[config.mk]
export PLATFORM = sky130hd
export DESIGN_NAME = rsb_ctrl
export DESIGN_NICKNAME = d
export VERILOG_FILES = /design/src/common/rsb_pkg.sv /design/src/rtl/rsb_boot_timer.sv /design/src/rtl/rsb_ctrl.sv
export VERILOG_INCLUDE_DIRS = /design/src /design/src/common
export SDC_FILE = /design/constraint.sdc
export NUM_CORES = 1
export LEC_CHECK = 0
export ABC_AREA = 1
export BUFFER_PORTS_ARGS = -buffer_cell sky130_fd_sc_hd__buf_2
export CAP_MARGIN = 10
export CORE_ASPECT_RATIO = 0.75
export CORE_MARGIN = 4
export CORE_UTILIZATION = 45
export CTS_BUF_LIST = sky130_fd_sc_hd__clkbuf_2 sky130_fd_sc_hd__clkbuf_4 sky130_fd_sc_hd__clkbuf_8
export DETAILED_ROUTE_END_ITERATION = 12
export PLACE_DENSITY = 0.65
export SLEW_MARGIN = 20
export SYNTH_ARGS = -nofsm -noshare
export SYNTH_HDL_FRONTEND = slang
export SYNTH_SLANG_ARGS = --single-unit
export TNS_END_PERCENT = 30
[constraint.sdc]
create_clock -name hclk -period 3 [get_ports hclk]
set_input_delay 0.45 -clock hclk [delete_from_list [all_inputs] [get_ports hclk]]
set_output_delay 0.45 -clock hclk [all_outputs]
set_load 0.02 [all_outputs]
[src/common/rsb_defs.svh]
// Register indices, field positions, reset values and timing counts
`ifndef RSB_DEFS_SVH
`define RSB_DEFS_SVH

// ****************************************************************
// Register indices (byte address is four times the index)
// ****************************************************************
`define RSB_IDX_RESET_ID   16'h0000
`define RSB_IDX_PAD_CTRL   16'h0c20
`define RSB_IDX_GP_CFG     16'h0c21
`define RSB_IDX_MIC_CFG    16'h0c22
`define RSB_IDX_PWR_STS    16'h0c23
`define RSB_IDX_RAW_STS5   16'h0d23
`define RSB_IDX_SEQ_BASE   16'h3000
`define RSB_IDX_DSP_BASE   16'h4000

// ****************************************************************
// Field positions and reset values
// ****************************************************************
`define RSB_BOOT_FLAG_BIT  8
`define RSB_PAD_REG_PD_BIT 15
`define RSB_PAD_RST_PU_BIT 1
`define RSB_GP_OE_LSB      8
`define RSB_GP_LVL_LSB     16
`define RSB_MIC_ADDR_PD_BIT 4
`define RSB_MIC_TRST_PD_BIT 5
`define RSB_STS_SLEEP_BIT  0
`define RSB_STS_REGEN_BIT  1
`define RSB_STS_IRQ_BIT    2
// Identity value is arbitrary, not a real part code
`define RSB_DEVICE_ID      16'h00a5
`define RSB_HTRANS_NONSEQ  2'b10

// ****************************************************************
// Timing
// ****************************************************************
`define RSB_CLK_MHZ        200
`define RSB_BOOT_TIME_NS   1000
`define RSB_BOOT_CYC ((`RSB_BOOT_TIME_NS * `RSB_CLK_MHZ + 999) / 1000)

`endif

[src/common/rsb_pkg.sv]
// Types shared by the reset, sleep and boot control block
package rsb_pkg;

	typedef enum logic [1:0] {
		RSB_BT_HOLD,
		RSB_BT_RUN,
		RSB_BT_DONE
	} rsb_boot_state_t;

endpackage

[src/rtl/rsb_boot_timer.sv]
// Boot sequence timer: runs after every core reset release
`include "rsb_defs.svh"

module rsb_boot_timer
	import rsb_pkg::*;
#(
	parameter int BOOT_CYC = `RSB_BOOT_CYC
) (
	// Clock and reset
	input  wire logic hclk,
	input  wire logic hresetn,
	// Control
	input  wire logic hold,
	output logic      done
);

	localparam int CW = $clog2(BOOT_CYC + 1);

	rsb_boot_state_t state_r;
	logic [CW-1:0]   cnt_r;

	// ****************************************************************
	// Sequencer
	// ****************************************************************
	always_ff @(posedge hclk or negedge hresetn) begin
		if (!hresetn) begin
			state_r <= RSB_BT_HOLD;
			cnt_r   <= '0;
		end else if (hold) begin
			state_r <= RSB_BT_HOLD;
			cnt_r   <= '0;
		end else begin
			case (state_r)
			RSB_BT_HOLD: begin
				state_r <= RSB_BT_RUN;
				cnt_r   <= CW'(BOOT_CYC - 1);
			end
			RSB_BT_RUN: begin
				if (cnt_r == '0)
					state_r <= RSB_BT_DONE;
				else
					cnt_r <= cnt_r - CW'(1);
			end
			RSB_BT_DONE: state_r <= RSB_BT_DONE;
			default:     state_r <= RSB_BT_HOLD;
			endcase
		end
	end

	// Flag low from the edge after any reset begins, high once boot ends
	always_ff @(posedge hclk or negedge hresetn) begin
		if (!hresetn)
			done <= 1'b0;
		else
			done <= !hold && (state_r == RSB_BT_DONE);
	end

endmodule // rsb_boot_timer

[src/rtl/rsb_ctrl.sv]
// Reset, sleep and boot control with an AHB-Lite register slave
`include "rsb_defs.svh"

module rsb_ctrl
	import rsb_pkg::*;
#(
	parameter int NGP      = 5,
	parameter int AO_GP    = 4,
	parameter int NMIC     = 3,
	parameter int MEM_AW   = 4,
	parameter int BOOT_CYC = `RSB_BOOT_CYC
) (
	// AHB-Lite slave
	input  wire logic        hclk,
	input  wire logic        hresetn,
	input  wire logic        hsel,
	input  wire logic [31:0] haddr,
	input  wire logic [1:0]  htrans,
	input  wire logic        hwrite,
	input  wire logic [2:0]  hsize,
	input  wire logic [31:0] hwdata,
	input  wire logic        hready,
	output logic             hreadyout,
	output logic             hresp,
	output logic [31:0]      hrdata,
	// Supply monitors and reset pins
	input  wire logic        analog_supply_ok,
	input  wire logic        io_supply_one_ok,
	input  wire logic        core_supply_ok,
	input  wire logic        hw_reset_n,
	input  wire logic        regulator_enable_pin,
	// Power and boot state
	output logic             core_regulator_en,
	output logic             sleeping,
	output logic             boot_complete_flag,
	output logic             irq_n,
	output logic             irq_oe_n,
	// Pad configuration
	output logic [NGP-1:0]   gp_pull_down,
	output logic [NGP-1:0]   gp_oe_n,
	output logic [NGP-1:0]   gp_out,
	output logic             reset_pin_pull_up,
	output logic             regulator_enable_pull_down,
	output logic             control_addr_select_pull_down,
	output logic             test_reset_pull_down,
	output logic [NMIC-1:0]  digital_mic_sel
);

	localparam int MEM_N = 1 << MEM_AW;

	// ****************************************************************
	// Reset sources
	// ****************************************************************
	logic sw_rst_r;
	logic por_cond;
	logic hw_rst;
	logic sleep_now;
	logic core_rst;
	logic ao_rst;

	assign por_cond  = !analog_supply_ok || !io_supply_one_ok;
	assign hw_rst    = !hw_reset_n;
	assign sleep_now = analog_supply_ok && io_supply_one_ok
		&& !core_supply_ok;
	// Sleep holds the core in reset but spares always-on state
	assign core_rst  = por_cond || hw_rst || sw_rst_r
		|| sleep_now;
	assign ao_rst    = por_cond || hw_rst || sw_rst_r;

	always_ff @(posedge hclk or negedge hresetn) begin
		if (!hresetn)
			sleeping <= 1'b0;
		else
			sleeping <= sleep_now;
	end

	// ****************************************************************
	// AHB-Lite address and data phases
	// ****************************************************************
	logic        dp_wr_r;
	logic [15:0] dp_idx_r;
	logic [15:0] ap_idx;
	logic        ap_go;
	logic        wr_ok;
	logic [31:0] rd_nxt;

	assign ap_idx    = haddr[17:2];
	assign ap_go     = hsel && hready && htrans[1];
	assign hreadyout = 1'b1;
	assign hresp     = 1'b0;

	always_ff @(posedge hclk or negedge hresetn) begin
		if (!hresetn) begin
			dp_wr_r  <= 1'b0;
			dp_idx_r <= 16'h0000;
		end else begin
			dp_wr_r  <= ap_go && hwrite;
			dp_idx_r <= ap_idx;
		end
	end

	// Writes before boot ends are dropped; reset register always works
	assign wr_ok = dp_wr_r && (boot_complete_flag
		|| dp_idx_r == `RSB_IDX_RESET_ID);

	// Any value written to address zero
	always_ff @(posedge hclk or negedge hresetn) begin
		if (!hresetn)
			sw_rst_r <= 1'b0;
		else
			sw_rst_r <= wr_ok
				&& dp_idx_r == `RSB_IDX_RESET_ID;
	end

	// ****************************************************************
	// Boot and interrupt
	// ****************************************************************
	logic boot_prev_r;
	logic irq_clr;

	rsb_boot_timer #(
		.BOOT_CYC (BOOT_CYC)
	) u_boot (
		.hclk    (hclk),
		.hresetn (hresetn),
		.hold    (core_rst),
		.done    (boot_complete_flag)
	);

	assign irq_clr = wr_ok && dp_idx_r == `RSB_IDX_PWR_STS
		&& hwdata[`RSB_STS_IRQ_BIT];

	always_ff @(posedge hclk or negedge hresetn) begin
		if (!hresetn)
			boot_prev_r <= 1'b0;
		else
			boot_prev_r <= boot_complete_flag;
	end

	// Set beats clear, so a completion never goes unseen
	always_ff @(posedge hclk or negedge hresetn) begin
		if (!hresetn)
			irq_n <= 1'b1;
		else if (core_rst)
			irq_n <= 1'b1;
		else if (boot_complete_flag && !boot_prev_r)
			irq_n <= 1'b0;
		else if (irq_clr)
			irq_n <= 1'b1;
	end

	assign irq_oe_n = 1'b0;

	// ****************************************************************
	// Core regulator
	// ****************************************************************
	always_ff @(posedge hclk or negedge hresetn) begin
		if (!hresetn)
			core_regulator_en <= 1'b0;
		else if (por_cond)
			core_regulator_en <= 1'b0;
		else if ((sw_rst_r || hw_rst) && !regulator_enable_pin)
			core_regulator_en <= 1'b0;
		else if (regulator_enable_pin)
			core_regulator_en <= 1'b1;
	end

	// ****************************************************************
	// Always-on pad control
	// ****************************************************************
	always_ff @(posedge hclk or negedge hresetn) begin
		if (!hresetn) begin
			reset_pin_pull_up          <= 1'b1;
			regulator_enable_pull_down <= 1'b1;
		end else if (ao_rst) begin
			reset_pin_pull_up          <= 1'b1;
			regulator_enable_pull_down <= 1'b1;
		end else if (wr_ok && dp_idx_r == `RSB_IDX_PAD_CTRL) begin
			reset_pin_pull_up <= hwdata[`RSB_PAD_RST_PU_BIT];
			regulator_enable_pull_down <=
				hwdata[`RSB_PAD_REG_PD_BIT];
		end
	end

	// ****************************************************************
	// General-purpose pins, one always-on
	// ****************************************************************
	genvar g;
	generate
		for (g = 0; g < NGP; g++) begin : g_gp
			logic gp_rst;
			logic gp_wr;
			assign gp_rst = (g == AO_GP) ? ao_rst : core_rst;
			assign gp_wr  = wr_ok && dp_idx_r == `RSB_IDX_GP_CFG;
			always_ff @(posedge hclk or negedge hresetn) begin
				if (!hresetn) begin
					gp_pull_down[g] <= 1'b1;
					gp_oe_n[g]      <= 1'b1;
					gp_out[g]       <= 1'b0;
				end else if (gp_rst) begin
					gp_pull_down[g] <= 1'b1;
					gp_oe_n[g]      <= 1'b1;
					gp_out[g]       <= 1'b0;
				end else if (gp_wr) begin
					gp_pull_down[g] <= hwdata[g];
					gp_oe_n[g]      <= !hwdata[`RSB_GP_OE_LSB + g];
					gp_out[g]       <= hwdata[`RSB_GP_LVL_LSB + g];
				end
			end
		end
	endgenerate

	// ****************************************************************
	// Core-domain pad control
	// ****************************************************************
	always_ff @(posedge hclk or negedge hresetn) begin
		if (!hresetn) begin
			digital_mic_sel               <= '0;
			control_addr_select_pull_down <= 1'b1;
			test_reset_pull_down          <= 1'b1;
		end else if (core_rst) begin
			digital_mic_sel               <= '0;
			control_addr_select_pull_down <= 1'b1;
			test_reset_pull_down          <= 1'b1;
		end else if (wr_ok && dp_idx_r == `RSB_IDX_MIC_CFG) begin
			digital_mic_sel <= hwdata[NMIC-1:0];
			control_addr_select_pull_down <=
				hwdata[`RSB_MIC_ADDR_PD_BIT];
			test_reset_pull_down <= hwdata[`RSB_MIC_TRST_PD_BIT];
		end
	end

	// ****************************************************************
	// Sequencer and DSP memories
	// ****************************************************************
	logic [15:0]       seq_mem [MEM_N];
	logic [15:0]       dsp_mem [MEM_N];
	logic [MEM_N-1:0]  seq_vld_r;
	logic [MEM_N-1:0]  dsp_vld_r;
	logic              seq_hit;
	logic              dsp_hit;
	logic [MEM_AW-1:0] wa;

	assign wa = dp_idx_r[MEM_AW-1:0];
	assign seq_hit = dp_idx_r[15:MEM_AW]
		== `RSB_IDX_SEQ_BASE >> MEM_AW;
	assign dsp_hit = dp_idx_r[15:MEM_AW]
		== `RSB_IDX_DSP_BASE >> MEM_AW;

	// Storage has no reset; valid bits mark what survived
	always_ff @(posedge hclk) begin
		if (wr_ok && seq_hit)
			seq_mem[wa] <= hwdata[15:0];
		if (wr_ok && dsp_hit)
			dsp_mem[wa] <= hwdata[15:0];
	end

	// Sequencer memory only lost on loss of analog or io supply
	always_ff @(posedge hclk or negedge hresetn) begin
		if (!hresetn)
			seq_vld_r <= '0;
		else if (por_cond)
			seq_vld_r <= '0;
		else if (wr_ok && seq_hit)
			seq_vld_r[wa] <= 1'b1;
	end

	// DSP memory needs the core supply, so sleep wipes it
	always_ff @(posedge hclk or negedge hresetn) begin
		if (!hresetn)
			dsp_vld_r <= '0;
		else if (por_cond || sleep_now)
			dsp_vld_r <= '0;
		else if (wr_ok && dsp_hit)
			dsp_vld_r[wa] <= 1'b1;
	end

	// ****************************************************************
	// Read data, registered at the address phase
	// ****************************************************************
	logic [MEM_AW-1:0] ra;
	assign ra = ap_idx[MEM_AW-1:0];

	always_comb begin
		rd_nxt = 32'h00000000;
		if (ap_idx[15:MEM_AW] == `RSB_IDX_SEQ_BASE >> MEM_AW) begin
			if (seq_vld_r[ra])
				rd_nxt[15:0] = seq_mem[ra];
		end else if (ap_idx[15:MEM_AW]
			== `RSB_IDX_DSP_BASE >> MEM_AW) begin
			if (dsp_vld_r[ra])
				rd_nxt[15:0] = dsp_mem[ra];
		end else begin
			case (ap_idx)
			`RSB_IDX_RESET_ID: rd_nxt[15:0] = `RSB_DEVICE_ID;
			`RSB_IDX_PAD_CTRL: begin
				rd_nxt[`RSB_PAD_REG_PD_BIT] =
					regulator_enable_pull_down;
				rd_nxt[`RSB_PAD_RST_PU_BIT] = reset_pin_pull_up;
			end
			`RSB_IDX_GP_CFG: begin
				rd_nxt[NGP-1:0] = gp_pull_down;
				rd_nxt[`RSB_GP_OE_LSB +: NGP] = ~gp_oe_n;
				rd_nxt[`RSB_GP_LVL_LSB +: NGP] = gp_out;
			end
			`RSB_IDX_MIC_CFG: begin
				rd_nxt[NMIC-1:0] = digital_mic_sel;
				rd_nxt[`RSB_MIC_ADDR_PD_BIT] =
					control_addr_select_pull_down;
				rd_nxt[`RSB_MIC_TRST_PD_BIT] = test_reset_pull_down;
			end
			`RSB_IDX_PWR_STS: begin
				rd_nxt[`RSB_STS_SLEEP_BIT] = sleeping;
				rd_nxt[`RSB_STS_REGEN_BIT] = core_regulator_en;
				rd_nxt[`RSB_STS_IRQ_BIT]   = !irq_n;
			end
			`RSB_IDX_RAW_STS5:
				rd_nxt[`RSB_BOOT_FLAG_BIT] = boot_complete_flag;
			default: rd_nxt = 32'h00000000;
			endcase
		end
	end

	// Sampled a cycle early, so a read right after a write sees old data
	always_ff @(posedge hclk or negedge hresetn) begin
		if (!hresetn)
			hrdata <= 32'h00000000;
		else if (ap_go && !hwrite)
			hrdata <= rd_nxt;
	end

endmodule // rsb_ctrl

Yosys cells after proc, flatten, opt, wreduce, memory -nomap -nowiden
Memory sizes are Yosys's and may differ from the RTL's.
Cells that the tools add are included.
W data, S select, Z words.
{"block": "totals", "inputBits": 79, "regBits": 119, "memories": 2, "romBits": 0, "latchBits": 0, "out_inout_bits": 61, "wordCells": 196, "mem_bits_rw": 512}
{"memory": "dsp_mem", "depth": 16, "width": 16, "read_ports": 1, "rd_ports_with_merged_regs": 0, "wr": 1, "line_no": "rsb_ctrl.sv:237", "rtl": "logic [15:0] dsp_mem [MEM_N];"}
{"memory": "seq_mem", "depth": 16, "width": 16, "read_ports": 1, "rd_ports_with_merged_regs": 0, "wr": 1, "line_no": "rsb_ctrl.sv:236", "rtl": "logic [15:0] seq_mem [MEM_N];"}
{"block": "classes", "n_mul": 0, "addsub": 1, "bitwise_logic": 3, "shift": 0, "eq_ne": 17, "div_mod_pow": 0, "reduce_logical": 54, "muxes": 83, "order_cmp": 3}
{"op": "$eq A16 B12 Y1 const B", "n": 9}
{"op": "$mux W16", "n": 8}
{"op": "$mux W1", "n": 53}
{"op": "$logic_not A16 Y1", "n": 2}
{"op": "$or A16 B16 Y16", "n": 2}
{"op": "$eq A12 B10 Y1 const B", "n": 2}
{"op": "$eq A12 B11 Y1 const B", "n": 2}
{"op": "$logic_and A1 B1 Y1", "n": 19}
{"op": "$mux W8", "n": 2}
{"op": "$pmux W8 S2", "n": 1}
{"op": "$mux W5", "n": 3}
{"op": "$logic_not A1 Y1", "n": 14}
{"op": "$pmux W1 S4", "n": 3}
{"op": "$reduce_bool A2 Y1", "n": 6}
{"op": "$lt A4 B5 Y1 const B", "n": 2}
{"op": "$reduce_bool A3 Y1", "n": 3}
{"op": "$bmux W1 S4", "n": 2}
{"op": "$logic_not A8 Y1", "n": 1}
{"op": "$sub A8 B1 Y8 const B", "n": 1}
{"op": "$logic_or A1 B1 Y1", "n": 7}
{"op": "$mux W2", "n": 3}
{"op": "$mux W3", "n": 2}
{"op": "$pmux W1 S2", "n": 3}
{"op": "$pmux W2 S3", "n": 1}
{"op": "10 further kinds", "n": 10}

Logic depth before layout (Yosys ltp)
Gate-level depths: netlist of the first run.
{"block": "depth", "word_depth": 8, "ltp_mapped": 16, "depth_no_buf": 13}

Modules after synthesis
Synthesis of the first run repeated with hierarchy kept, for this count alone.
{"block": "unflattened", "hier_cells": 2607, "area_unflattened_um2": 26685.6}
{"module": "rsb_ctrl", "n_inst": 1, "area_per_inst_um2": 25901.1, "cells_per_inst": 2507}
{"module": "rsb_boot_timer", "n_inst": 1, "area_per_inst_um2": 784.5, "cells_per_inst": 100}

Least setup slack after synthesis of the first run
Ideal clock, no wire load.
{"block": "synth_timing", "kind": "flip-flop to flip-flop", "startpoint": "register dp_idx_r[12]", "endpoint": "memory dsp_mem[0][0] (enable)", "setup_slack_ns": 0.566, "required_ns": 2.612, "n_path_buf": 2, "setup_time_ns": 0.388, "arrival_time_ns": 2.046, "path_stages_with_launch": 10, "path_cell_list": "dfrtp_1 > clkinv_1 > nand2_1 > nor2_1 > nand3_2 > o21ai_2 > buf_6 > nand2_2 > buf_2 > nor2_1"}
{"block": "synth_between", "elab_chain_cells": 6, "elab_cells_between_ends": 7}
{"element": "start, declared", "line_no": "rsb_ctrl.sv:81", "rtl": "logic [15:0] dp_idx_r;"}
{"element": "start signal, assigned", "line_no": "rsb_ctrl.sv:98", "rtl": "dp_idx_r <= ap_idx;"}
{"element": "$logic_not A16 Y1 (no line)"}
{"element": "$logic_or A1 B1 Y1 (no line)"}
{"element": "$logic_and A1 B1 Y1", "line_no": "rsb_ctrl.sv:103", "rtl": "assign wr_ok = dp_wr_r && (boot_complete_flag"}
{"element": "$logic_and A1 B1 Y1 *", "line_no": "rsb_ctrl.sv:254", "rtl": "if (wr_ok && dsp_hit)"}
{"element": "$mux W1 *", "line_no": "rsb_ctrl.sv:254"}
{"element": "$mux W1 (not written as such) *", "line_no": "rsb_ctrl.sv:255", "rtl": "dsp_mem[wa] <= hwdata[15:0];"}
{"element": "end, declared", "line_no": "rsb_ctrl.sv:237"}
Mark *: on every way between the ends. The rest lies on a longest branch, timed or not.

Worst setup path in the final report of the first run
{"block": "layout_timing", "startpoint": "register dp_idx_r[0]", "endpoint": "memory dsp_mem[2][0] (enable)"}
{"block": "layout_between", "elab_chain_cells": 6}
{"element": "$logic_not A16 Y1 (no line)"}
{"element": "$logic_or A1 B1 Y1 (no line)"}
{"element": "$logic_and A1 B1 Y1", "line_no": "rsb_ctrl.sv:103"}
{"element": "$logic_and A1 B1 Y1", "line_no": "rsb_ctrl.sv:254"}
{"element": "$mux W1", "line_no": "rsb_ctrl.sv:254"}
{"element": "$mux W1 (not written as such)", "line_no": "rsb_ctrl.sv:255"}
Several ways; a longest one is shown, not always the timed one.

==> results.tsv, run 1 <==
metric	value	unit
max cap viols	0	
initial core utilization	45.56	%
CP Class	flop to flop	
Yosys top cell area share	57.15	%
WL/cell	20.01	µm
gpl congestion	0.9330	
Area contributors post-synth	edfxtp_1 57%, nand2_1 18%, dfrtp_1 8.6%	
Bufs on Longest Clock Path	3	
Final Power	17.33	mW
syn_area_per_cell	9.976	µm²
die outline area	63800	µm²
hold path depth	3	
most frequent cell after synthesis	nand2_1	
slew margin rel.	40.44	%
CTS tree	done	
Vert. Die Dim	219.8	µm
FMAX	0.3730	GHz
VDD IR max	0.0004928	V
synthesized cell area	26900	µm²
Worst EP required	3.34	ns
number of remaining DRC errors	0	
PwrDens	572.8	nW/µm²
vias in the first global route	18917	
layout cells sized above 1	12.93	%
buffer count from post-CTS setup fixing	0	
All-Layer GR Usage	22.92	%
cts bufs inserted	93	
initial antenna violation count	0	
endpoint of the worst hold path	dp_wr_r$_DFF_PN0_	
DP Worst Slack	0.4293	ns
Cells after Synth	2697	
leakage power	12.78	nW
clock sinks	620	
Reg clk slew, reported paths	0.07	ns
setup violators final	0	
synth-to-layout area growth	12.44	%
WP data arrival	3.02	ns
Ys Warns	0	
vias per cell	5.291	
Int Power	13.18	mW
register bit total from synthesis	620	
IO Port Bufs	94	
crit path max fanout	24	
first-pass GRT wire length	111100	µm
grt total ovfl	0	
Vias	19615	
Critical Path End Type	flop	
Post-synth EDFFs	512	
Net Sw Power	4.152	mW
clk root buf	clkbuf_8	
DR iter-0 viols	2165	
worst-skew pair later-pin latency	0.69	ns
crit path time final	2.681	ns
switch share	23.96	%
Routed Antenna Nets	0	
RSZ-0062 raised after global routing	no	
H-tree depth	3	
DIE WIDTH	290.3	µm
Setup crit start kind	flop	
Nets	2933	
Cell Rows	77	
Worst Hold Class	input pin to flop	
Synth async-reset ratio	17.42	%
setup ws final	0.3189	ns
setup TNS	0	ns
Tcrit/Tclk final	89.37	%
Detailed Route WL	74180	µm
I/O Pins	140	
area leader, netlist	edfxtp_1	
synth unique cells	46	
Seq/Total Area, Yosys	67.26	%
Pins Over Slew Limit	0	
status	completed	
top_reg_cell synth	edfxtp_1	
DP HPWL	45050	µm
R2R Path Start	dp_idx_r[0]$_DFF_PN0_	
R2R Setup Slk	0.32	ns
core box area	59060	µm²
endpoints failing hold	0	
largest net degree at the start of global routing	84	
clock skew	0.03509	ns
commonest cells in the synthesized netlist	1306 x nand2_1, 512 x edfxtp_1, 232 x nand3_1	
Pre-Repair DR Iteration Count	6	
clock share of power	38.5	%
actual slew at the worst max-slew pin	0.8934	ns
R2R cell count	8	
Hold Startpoint	hready	
Sequential Power Share	54.4	%
Comb pwr share	7.1	%
Worst R2R End	dsp_mem[2][0]$_DFFE_PP_	
metrics by stage:
step	cells	utilization [%]	instance area, µm²	hold slack, ns
finish	3707	51.23	30250	0.07300
floorplan	2709	-	26950	0.1544
detailed placement	3523	47.88	28280	0.4263
CTS	3705	51.22	30250	0.01761
global route	3705	51.22	30250	0.06007
global placement	3523	47.88	28280	0.4155
kinds of logic (layout without fill, tap and decap cells):
kind of cell / after synthesis / in the layout / share of synthesized area [%]
AOI/OAI and AO/OA: 73 / 73 / 1.535
xor gates and xnor gates: 1 / 1 / 0.03256
adders and majority gates: 6 / 6 / 0.2790
buffers and inverters: 290 / 496 / 5.097
DFF: 620 / 620 / 67.26
other: 2 / 16 / 0.02791
and+or+nand+nor: 1705 / 1705 / 25.77
layout make-up:
type                       instances  area [µm²]
fill                            5225       28810
sequential                       620       18100
multi-input combinational       1799        7492
clock buffer                     130        1620
timing repair buffer             186        1335
tap                              790       988.4
inverter                         148       564.3
clock inverter                    32       151.4
antenna                            2       5.005
flip-flops by register name (all words and copies together) (netlist names), 8 cells and up:
name          count
dsp_mem         256
seq_mem         256
dp_idx_r         16
seq_vld_r        16
hrdata           21
u_boot.cnt_r      8
dsp_vld_r        16
repair_timing:
action | CTS | global route
hold buffers | 20 | 0
endpoints found under the hold margin | 48 | 0
resized for setup | 0 | 0
placed cells by master, fill, tap and decap left out, types with 5 or more instances in the layout:
| cell type | count |
|---|---|
| nand2_2 | 9 |
| o211ai_1 | 7 |
| o21ai_1 | 5 |
| dfrtp_1 | 93 |
| dlygate4sd3_1 | 20 |
| clkinv_1 | 18 |
| inv_1 | 136 |
| nor2_1 | 75 |
| o21ai_0 | 34 |
| nor3_1 | 13 |
| conb_1 | 14 |
| edfxtp_1 | 512 |
| buf_4 | 65 |
| nand4_1 | 35 |
| inv_2 | 7 |
| nand2_1 | 1306 |
| ha_1 | 6 |
| nor2_2 | 8 |
| or2_2 | 13 |
| clkbuf_4 | 27 |
| clkbuf_8 | 103 |
| buf_2 | 91 |
| buf_12 | 9 |
| nand3_1 | 232 |
| clkinv_2 | 13 |
| a21oi_1 | 16 |
| dfstp_2 | 15 |
worst max-delay path, cell delays in order (launching register included):
cell and delay [ns]:
dfrtp_1 0.40, inv_1 0.08, nand2_1 0.08, nor2_2 0.31
nand3_2 0.13, o21ai_2 0.33, nand2_2 0.41, nor2_1 0.22
buf_4 0.33
routing by layer:
metal | GRT usage (%) | up-vias | routed length (µm)
met5 | 0 | - | 0
met4 | 8.339 | 0 | 2453
met3 | 4.725 | 149 | 6820
met2 | 34.95 | 871 | 32530
met1 | 32.80 | 9464 | 32380
li1 | - | 9131 | -
power groups by stage:
stage	Sequential [mW]	Clock, mW	Combinational (mW)
6_report	9.42	6.67	1.24
5_1_grt	9.42	7.21	1.35
4_1_cts	9.42	6.81	1.23
3_5_place_dp	9.60	0	1.20
3_3_place_gp	9.59	0	1.18
2_1_floorplan	9.65	0	0.631
worst max path at each step:
stage | start | to | slack [ns]
after global placement | haddr[3] | hrdata[7]$_DFFE_PN0P_ | 0.42
after detailed placement | dp_idx_r[0]$_DFF_PN0_ | dsp_mem[3][7]$_DFFE_PP_ | 0.43
final | dp_idx_r[0]$_DFF_PN0_ | dsp_mem[2][0]$_DFFE_PP_ | 0.32
after CTS | dp_idx_r[0]$_DFF_PN0_ | dsp_mem[3][0]$_DFFE_PP_ | 0.39
after global routing | dp_idx_r[3]$_DFF_PN0_ | dsp_mem[2][3]$_DFFE_PP_ | 0.20
after floorplan | dp_idx_r[12]$_DFF_PN0_ | dsp_mem[0][0]$_DFFE_PP_ | 0.57
Power figures use the tool's default switching activity.
==> run 2: changes to the inputs <==
ABC_AREA = 0   (was 1)
==> run 2 against run 1 <==
  * Clock power hardly changed
  * Fmax is 3.9% higher
  * Count of clock-buffer cells in the layout is 3 higher
  * Register-to-register slack better by 0.10 ns
  * Cell count is 38% lower
  * Worst setup slack better by 0.10 ns
  * Critical path type is now input pin to flop
==> results.tsv, run 2 <==
metric	value	unit
RSZ-0062 raised after global routing	no	
top_reg_cell synth	edfxtp_1	
max cap viols	0	
Tcrit/Tclk final	86.03	%
synthesized cell area	24590	µm²
Synth async-reset ratio	17.42	%
vias per cell	5.830	
number of remaining DRC errors	0	
Vert. Die Dim	210.5	µm
Pins Over Slew Limit	0	
Cell Rows	73	
Area contributors post-synth	edfxtp_1 63%, mux4_2 13%, dfrtp_1 9.5%	
hold path depth	3	
Fillers	4289	
endpoint of the worst hold path	gp_out[3]$_DFFE_PN0P_	
Final Power	17.10	mW
register area	18100	µm²
worst-skew pair later-pin latency	0.66	ns
R2R Setup Slk	0.42	ns
actual slew at the worst max-slew pin	0.9826	ns
slew margin rel.	34.49	%
Detailed Route WL	60450	µm
clk root buf	clkbuf_8	
DIE WIDTH	277.9	µm
mux contribution to synthesized area	14.68	%
largest family of logic cells by synthesized area	multiplexers	
CTS tree	done	
PwrDens	605.0	nW/µm²
synth unique cells	62	
Final Non-Filler Cells	2284	
Seq/Total Area, Yosys	73.59	%
clock sinks	620	
cts bufs inserted	91	
Setup crit start kind	input pin	
largest net degree at the start of global routing	57	
core box area	53520	µm²
setup violators final	0	
WP data arrival	3.13	ns
syn_area_per_cell	19.03	µm²
clock skew	0.03075	ns
die outline area	58490	µm²
endpoints failing hold	0	
Post-Place Cells	2101	
Worst EP required	3.55	ns
crit path time final	2.581	ns
register bit total from synthesis	620	
IO Port Bufs	94	
Final Util	52.81	%
Hold Startpoint	hwdata[19]	
All-Layer GR Usage	20.61	%
synth-to-layout area growth	14.95	%
CP max stage delay	0.57	ns
Post-Synth Adder-Cell Area	0.3053	%
Nets	1582	
DP Area	26310	µm²
leakage power	9.806	nW
worst path cell trace	dlygate4sd3_1 > buf_2 > nor4_1 > nand4_1 > nor2_1 > a31oi_1 > a31oi_1	
Yosys top cell area share	62.52	%
Worst R2R End	seq_mem[9][3]$_DFFE_PP_	
R2R Path Start	dp_idx_r[9]$_DFF_PN0_	
xor/xnor share of the synthesized area	0.07123	%
Synth Area in Simple Gates	4.076	%
Antenna Cells	0	
first-pass GRT wire length	88760	µm
commonest cells after routing, fill and taps aside	512 x edfxtp_1, 137 x mux4_2, 101 x clkbuf_8, 93 x dfrtp_1, 91 x buf_2	
cell mode on critical path	a31oi_1	
Ys Warns	0	
DP Worst Slack	0.2309	ns
VDD IR max	0.0003630	V
Worst Hold Class	input pin to flop	
gpl congestion	0.8453	
initial core utilization	45.94	%
fin area	28270	µm²
grt total ovfl	0	
setup TNS	0	ns
area leader, netlist	edfxtp_1	
I/O Pins	140	
Vias	13316	
setup ws final	0.4190	ns
footprint of the multi-input gates	6103	µm²
Critical Path End Type	flop	
R2R cell count	6	
compound-cell area share of the yosys netlist	5.032	%
slowest CP cell	dlygate4sd3_1	
layout cells sized above 1	33.08	%
DP HPWL	37460	µm
crit path max fanout	8	
FMAX	0.3875	GHz
buffer count from post-CTS setup fixing	0	
status	completed	
CP Class	input pin to flop	
Bufs on Longest Clock Path	3	
Reg clk slew, reported paths	0.06	ns
commonest cells in the synthesized netlist	512 x edfxtp_1, 137 x mux4_2, 93 x dfrtp_1	
most frequent cell after synthesis	edfxtp_1	
hold_ws	0.05683	ns
DR iter-0 viols	1501	
Routed Antenna Nets	0	
Cells after Synth	1292	
top flop regs	dsp_mem x256, seq_mem x256, hrdata x21	
Post-synth EDFFs	512	
Pre-Repair DR Iteration Count	7	
most common cell after layout, fill and taps aside	edfxtp_1	
Buf/Inv on CP	2	
vias in the first global route	13445	
H-tree depth	3	
WL/cell	26.46	µm
Worst path top cell family by delay	simple AND/OR/NAND/NOR gates	
initial antenna violation count	3	
[run 2: cell count changes in the layout (fill, tap and decap cells not counted), moves of 13 or more]
cell,change
a22oi_1,+29
a31oi_1,+16
inv_1,-127
mux2i_1,+43
mux4_2,+137
nand2_1,-1272
nand3_1,-220
nand4_1,-34
nor2_1,-20
o211ai_1,+15
o21a_1,+29
o21ai_0,+13
[run 2: where the power goes]
group,internal (mW),total [mW],switching [mW]
clock,3.50,6.67,3.17
sequential,9.38,9.46,0.0749
combinational,0.353,0.973,0.620
[run 2: area by class of cell]
class | count | share of cell area [%]
Clock buffer | 133 | 5.768
Sequential cell | 620 | 64.02
Timing Repair Buffer | 184 | 4.741
Inverter | 9 | 0.1195
Tap cell | 712 | 3.152
Multi-Input combinational cell | 591 | 21.59
Clock inverter | 35 | 0.6108
[run 2: worst register-to-register path: cells and delay by family (launching register included)]
kind	cells	cell delay, ns
and+or+nand+nor	4	1.30
DFF	1	0.38
buffers and inverters	2	0.53
[run 2: routing by layer]
layer | part of all wire, % | global-route usage (%) | up-vias
li1 | - | - | 5639
met1 | 43 | 31.05 | 6972
met2 | 44 | 29.96 | 610
met3 | 11 | 5.979 | 91
met4 | 1.9 | 5.171 | 4
met5 | 0.045 | 0 | -
[run 2: cell families (layout without fill, tap and decap cells)]
group	after synthesis	after routing
simple gates	196	196
fa+ha+maj	6	6
buf+inv	93	361
mux	187	187
compound gates	186	186
xor+xnor	2	2
flops	620	620
other cells	2	14
[run 2: timing repair]
item | in CTS | in global routing
resized for setup | 0 | 0
endpoints found under the hold margin | 52 | 0
hold buffers | 15 | 0
[run 2: worst max-delay path by stage]
stage                          startpoint                       end  slack (ns)  cells after the start
finish                          haddr[14]     hrdata[3]$_DFFE_PN0P_        0.42                      7
CTS                 dp_idx_r[9]$_DFF_PN0_  seq_mem[9][11]$_DFFE_PP_        0.42                      6
global route        dp_idx_r[9]$_DFF_PN0_   seq_mem[9][5]$_DFFE_PP_        0.30                      6
floorplan           dp_idx_r[9]$_DFF_PN0_   dsp_mem[8][0]$_DFFE_PP_       -0.05                      5
detailed placement               haddr[2]     hrdata[1]$_DFFE_PN0P_        0.23                      7
global placement                 haddr[4]     hrdata[0]$_DFFE_PN0P_        0.22                      6
==> run 3: changes to the inputs <==
PLACE_DENSITY = unset   (was 0.65)
PLACE_DENSITY_LB_ADDON = 0.2   (was unset)
==> run 3 against run 2 <==
  * Routed wire length increased by 2.6%
  * Global-route usage grew 0.68 points
  * Combinational power grew 2.2%
  * Clock skew fell by 0.0033 ns
  * Critical path depth is 2 lower
  * First-iteration DRC count down 11%
  * Critical endpoint is now seq_mem[4][6]$_DFFE_PP_
  * Largest cell class unchanged
  * Largest power group unchanged
==> results.tsv, run 3 (synthesis gave the netlist of run 2 again) <==
metric	value	unit
status	completed	
vias per cell	5.796	
Sequential Power Share	54.8	%
WL/cell	27.05	µm
RSZ-0062 raised after global routing	no	
H-tree depth	3	
commonest cells after routing, fill and taps aside	512 x edfxtp_1, 137 x mux4_2, 105 x clkbuf_8, 93 x dfrtp_1, 91 x buf_2	
number of remaining DRC errors	0	
Final Util	53.23	%
Bufs on Longest Clock Path	3	
PwrDens	605.3	nW/µm²
clock skew	0.02742	ns
R2R cell count	5	
Nets	1589	
Comb pwr share	5.8	%
die outline area	58490	µm²
worst-skew pair later-pin latency	0.68	ns
WP data arrival	2.95	ns
core box area	53520	µm²
Detailed Route WL	61990	µm
top flop regs	dsp_mem x256, seq_mem x256, hrdata x21	
I/O Pins	140	
crit path time final	2.604	ns
initial antenna violation count	1	
DR iter-0 viols	1334	
Vias	13284	
synth-to-layout area growth	15.86	%
max cap viols	0	
Routed Antenna Nets	0	
first-pass GRT wire length	90910	µm
largest net degree at the start of global routing	55	
DP Area	26460	µm²
Setup crit start kind	flop	
switch share	22.75	%
Pins Over Slew Limit	0	
clock share of power	39.4	%
Net Sw Power	3.924	mW
hold_ws	0.06406	ns
CTS resizes	0	
VDD IR max	0.0004555	V
Cell Rows	73	
endpoints failing hold	0	
slew margin rel.	37.58	%
grt total ovfl	0	
All-Layer GR Usage	21.30	%
FMAX	0.3841	GHz
Vert. Die Dim	210.5	µm
Pre-Repair DR Iteration Count	5	
Worst EP required	3.35	ns
actual slew at the worst max-slew pin	0.9363	ns
CTS tree	done	
initial core utilization	45.94	%
Critical Path End Type	flop	
clk root buf	clkbuf_8	
most common cell after layout, fill and taps aside	edfxtp_1	
leakage power	9.875	nW
DP HPWL	38220	µm
setup TNS	0	ns
Worst Hold Class	input pin to flop	
cts bufs inserted	91	
clock sinks	620	
gpl congestion	0.8584	
DIE WIDTH	277.9	µm
Tcrit/Tclk final	86.79	%
Antenna Cells	0	
CP Class	flop to flop	
setup violators final	0	
IO Port Bufs	94	
hold path depth	3	
fin area	28490	µm²
Int Power	13.32	mW
Reg clk slew, reported paths	0.06	ns
layout cells sized above 1	32.72	%
vias in the first global route	13318	
crit path max fanout	17	
R2R Setup Slk	0.40	ns
run 3: cell count changes in the layout (fill, tap and decap cells not counted), sizes merged:
cell	change
clkbuf	-5
bufinv	+1
clkinv	+7
inv	-2
dlygate4sd3	+4
buf	+3
run 3: routing by layer:
layer	track usage, %	vias to the layer above	routed length (µm)
met5	0	-	0
met4	5.398	0	1087
met3	5.791	81	5734
met2	30.34	591	26870
met1	32.87	6980	28300
li1	-	5632	-
run 3: final timing paths:
check	end	from
worst max-delay path	seq_mem[4][6]$_DFFE_PP_	dp_idx_r[9]$_DFF_PN0_
worst min-delay path	gp_out[3]$_DFFE_PN0P_	hwdata[19]
max in group asynchronous	gp_oe_n[0]$_DFFE_PN1P_	hresetn
worst max register to register	seq_mem[4][6]$_DFFE_PP_	dp_idx_r[9]$_DFF_PN0_
worst min register to register	seq_vld_r[11]$_DFFE_PN0P_	seq_vld_r[11]$_DFFE_PN0P_
min in group asynchronous	u_boot.cnt_r[4]$_DFFE_PN0P_	hresetn
run 3: repair_timing:
action / CTS / global route
setup buffers: 0 / 0
hold endpoints to repair: 59 / 0
hold buffers: 19 / 0
run 3: cell type report:
class                           instances  area, µm²
Tap cell                              712      890.9
Inverter                                9      33.78
Sequential cell                       620      18100
Clock buffer                          128       1618
Clock inverter                         41      224.0
Timing Repair Buffer                  191       1528
Multi-Input combinational cell        591       6101
Fill cell                            4277      25030
run 3: power groups by stage:
stage	clock network, mW	logic [mW]	registers [mW]
floorplan	0	0.488	9.64
global placement	0	0.963	9.63
detailed placement	0	0.979	9.63
CTS	6.95	1.00	9.45
global route	7.34	1.07	9.45
finish	6.80	0.994	9.46
run 3: critical path: stages, from the launching register on:
cell and delay (ns):
dfrtp_1 0.38, or4b_4 0.58, nor4_4 0.57, nand3b_1 0.31, nor2_2 0.14, buf_4 0.30
run 3: stage by stage:
stage | instances | setup slack [ns] | power [mW]
final | 2292 | 0.3963 | 17.25
after global routing | 2292 | 0.3041 | 17.86
after CTS | 2292 | 0.4438 | 17.40
after detailed placement | 2104 | 0.2803 | 10.61
after global placement | 2104 | 0.3238 | 10.59
after floorplan | 1304 | -0.04620 | 10.13
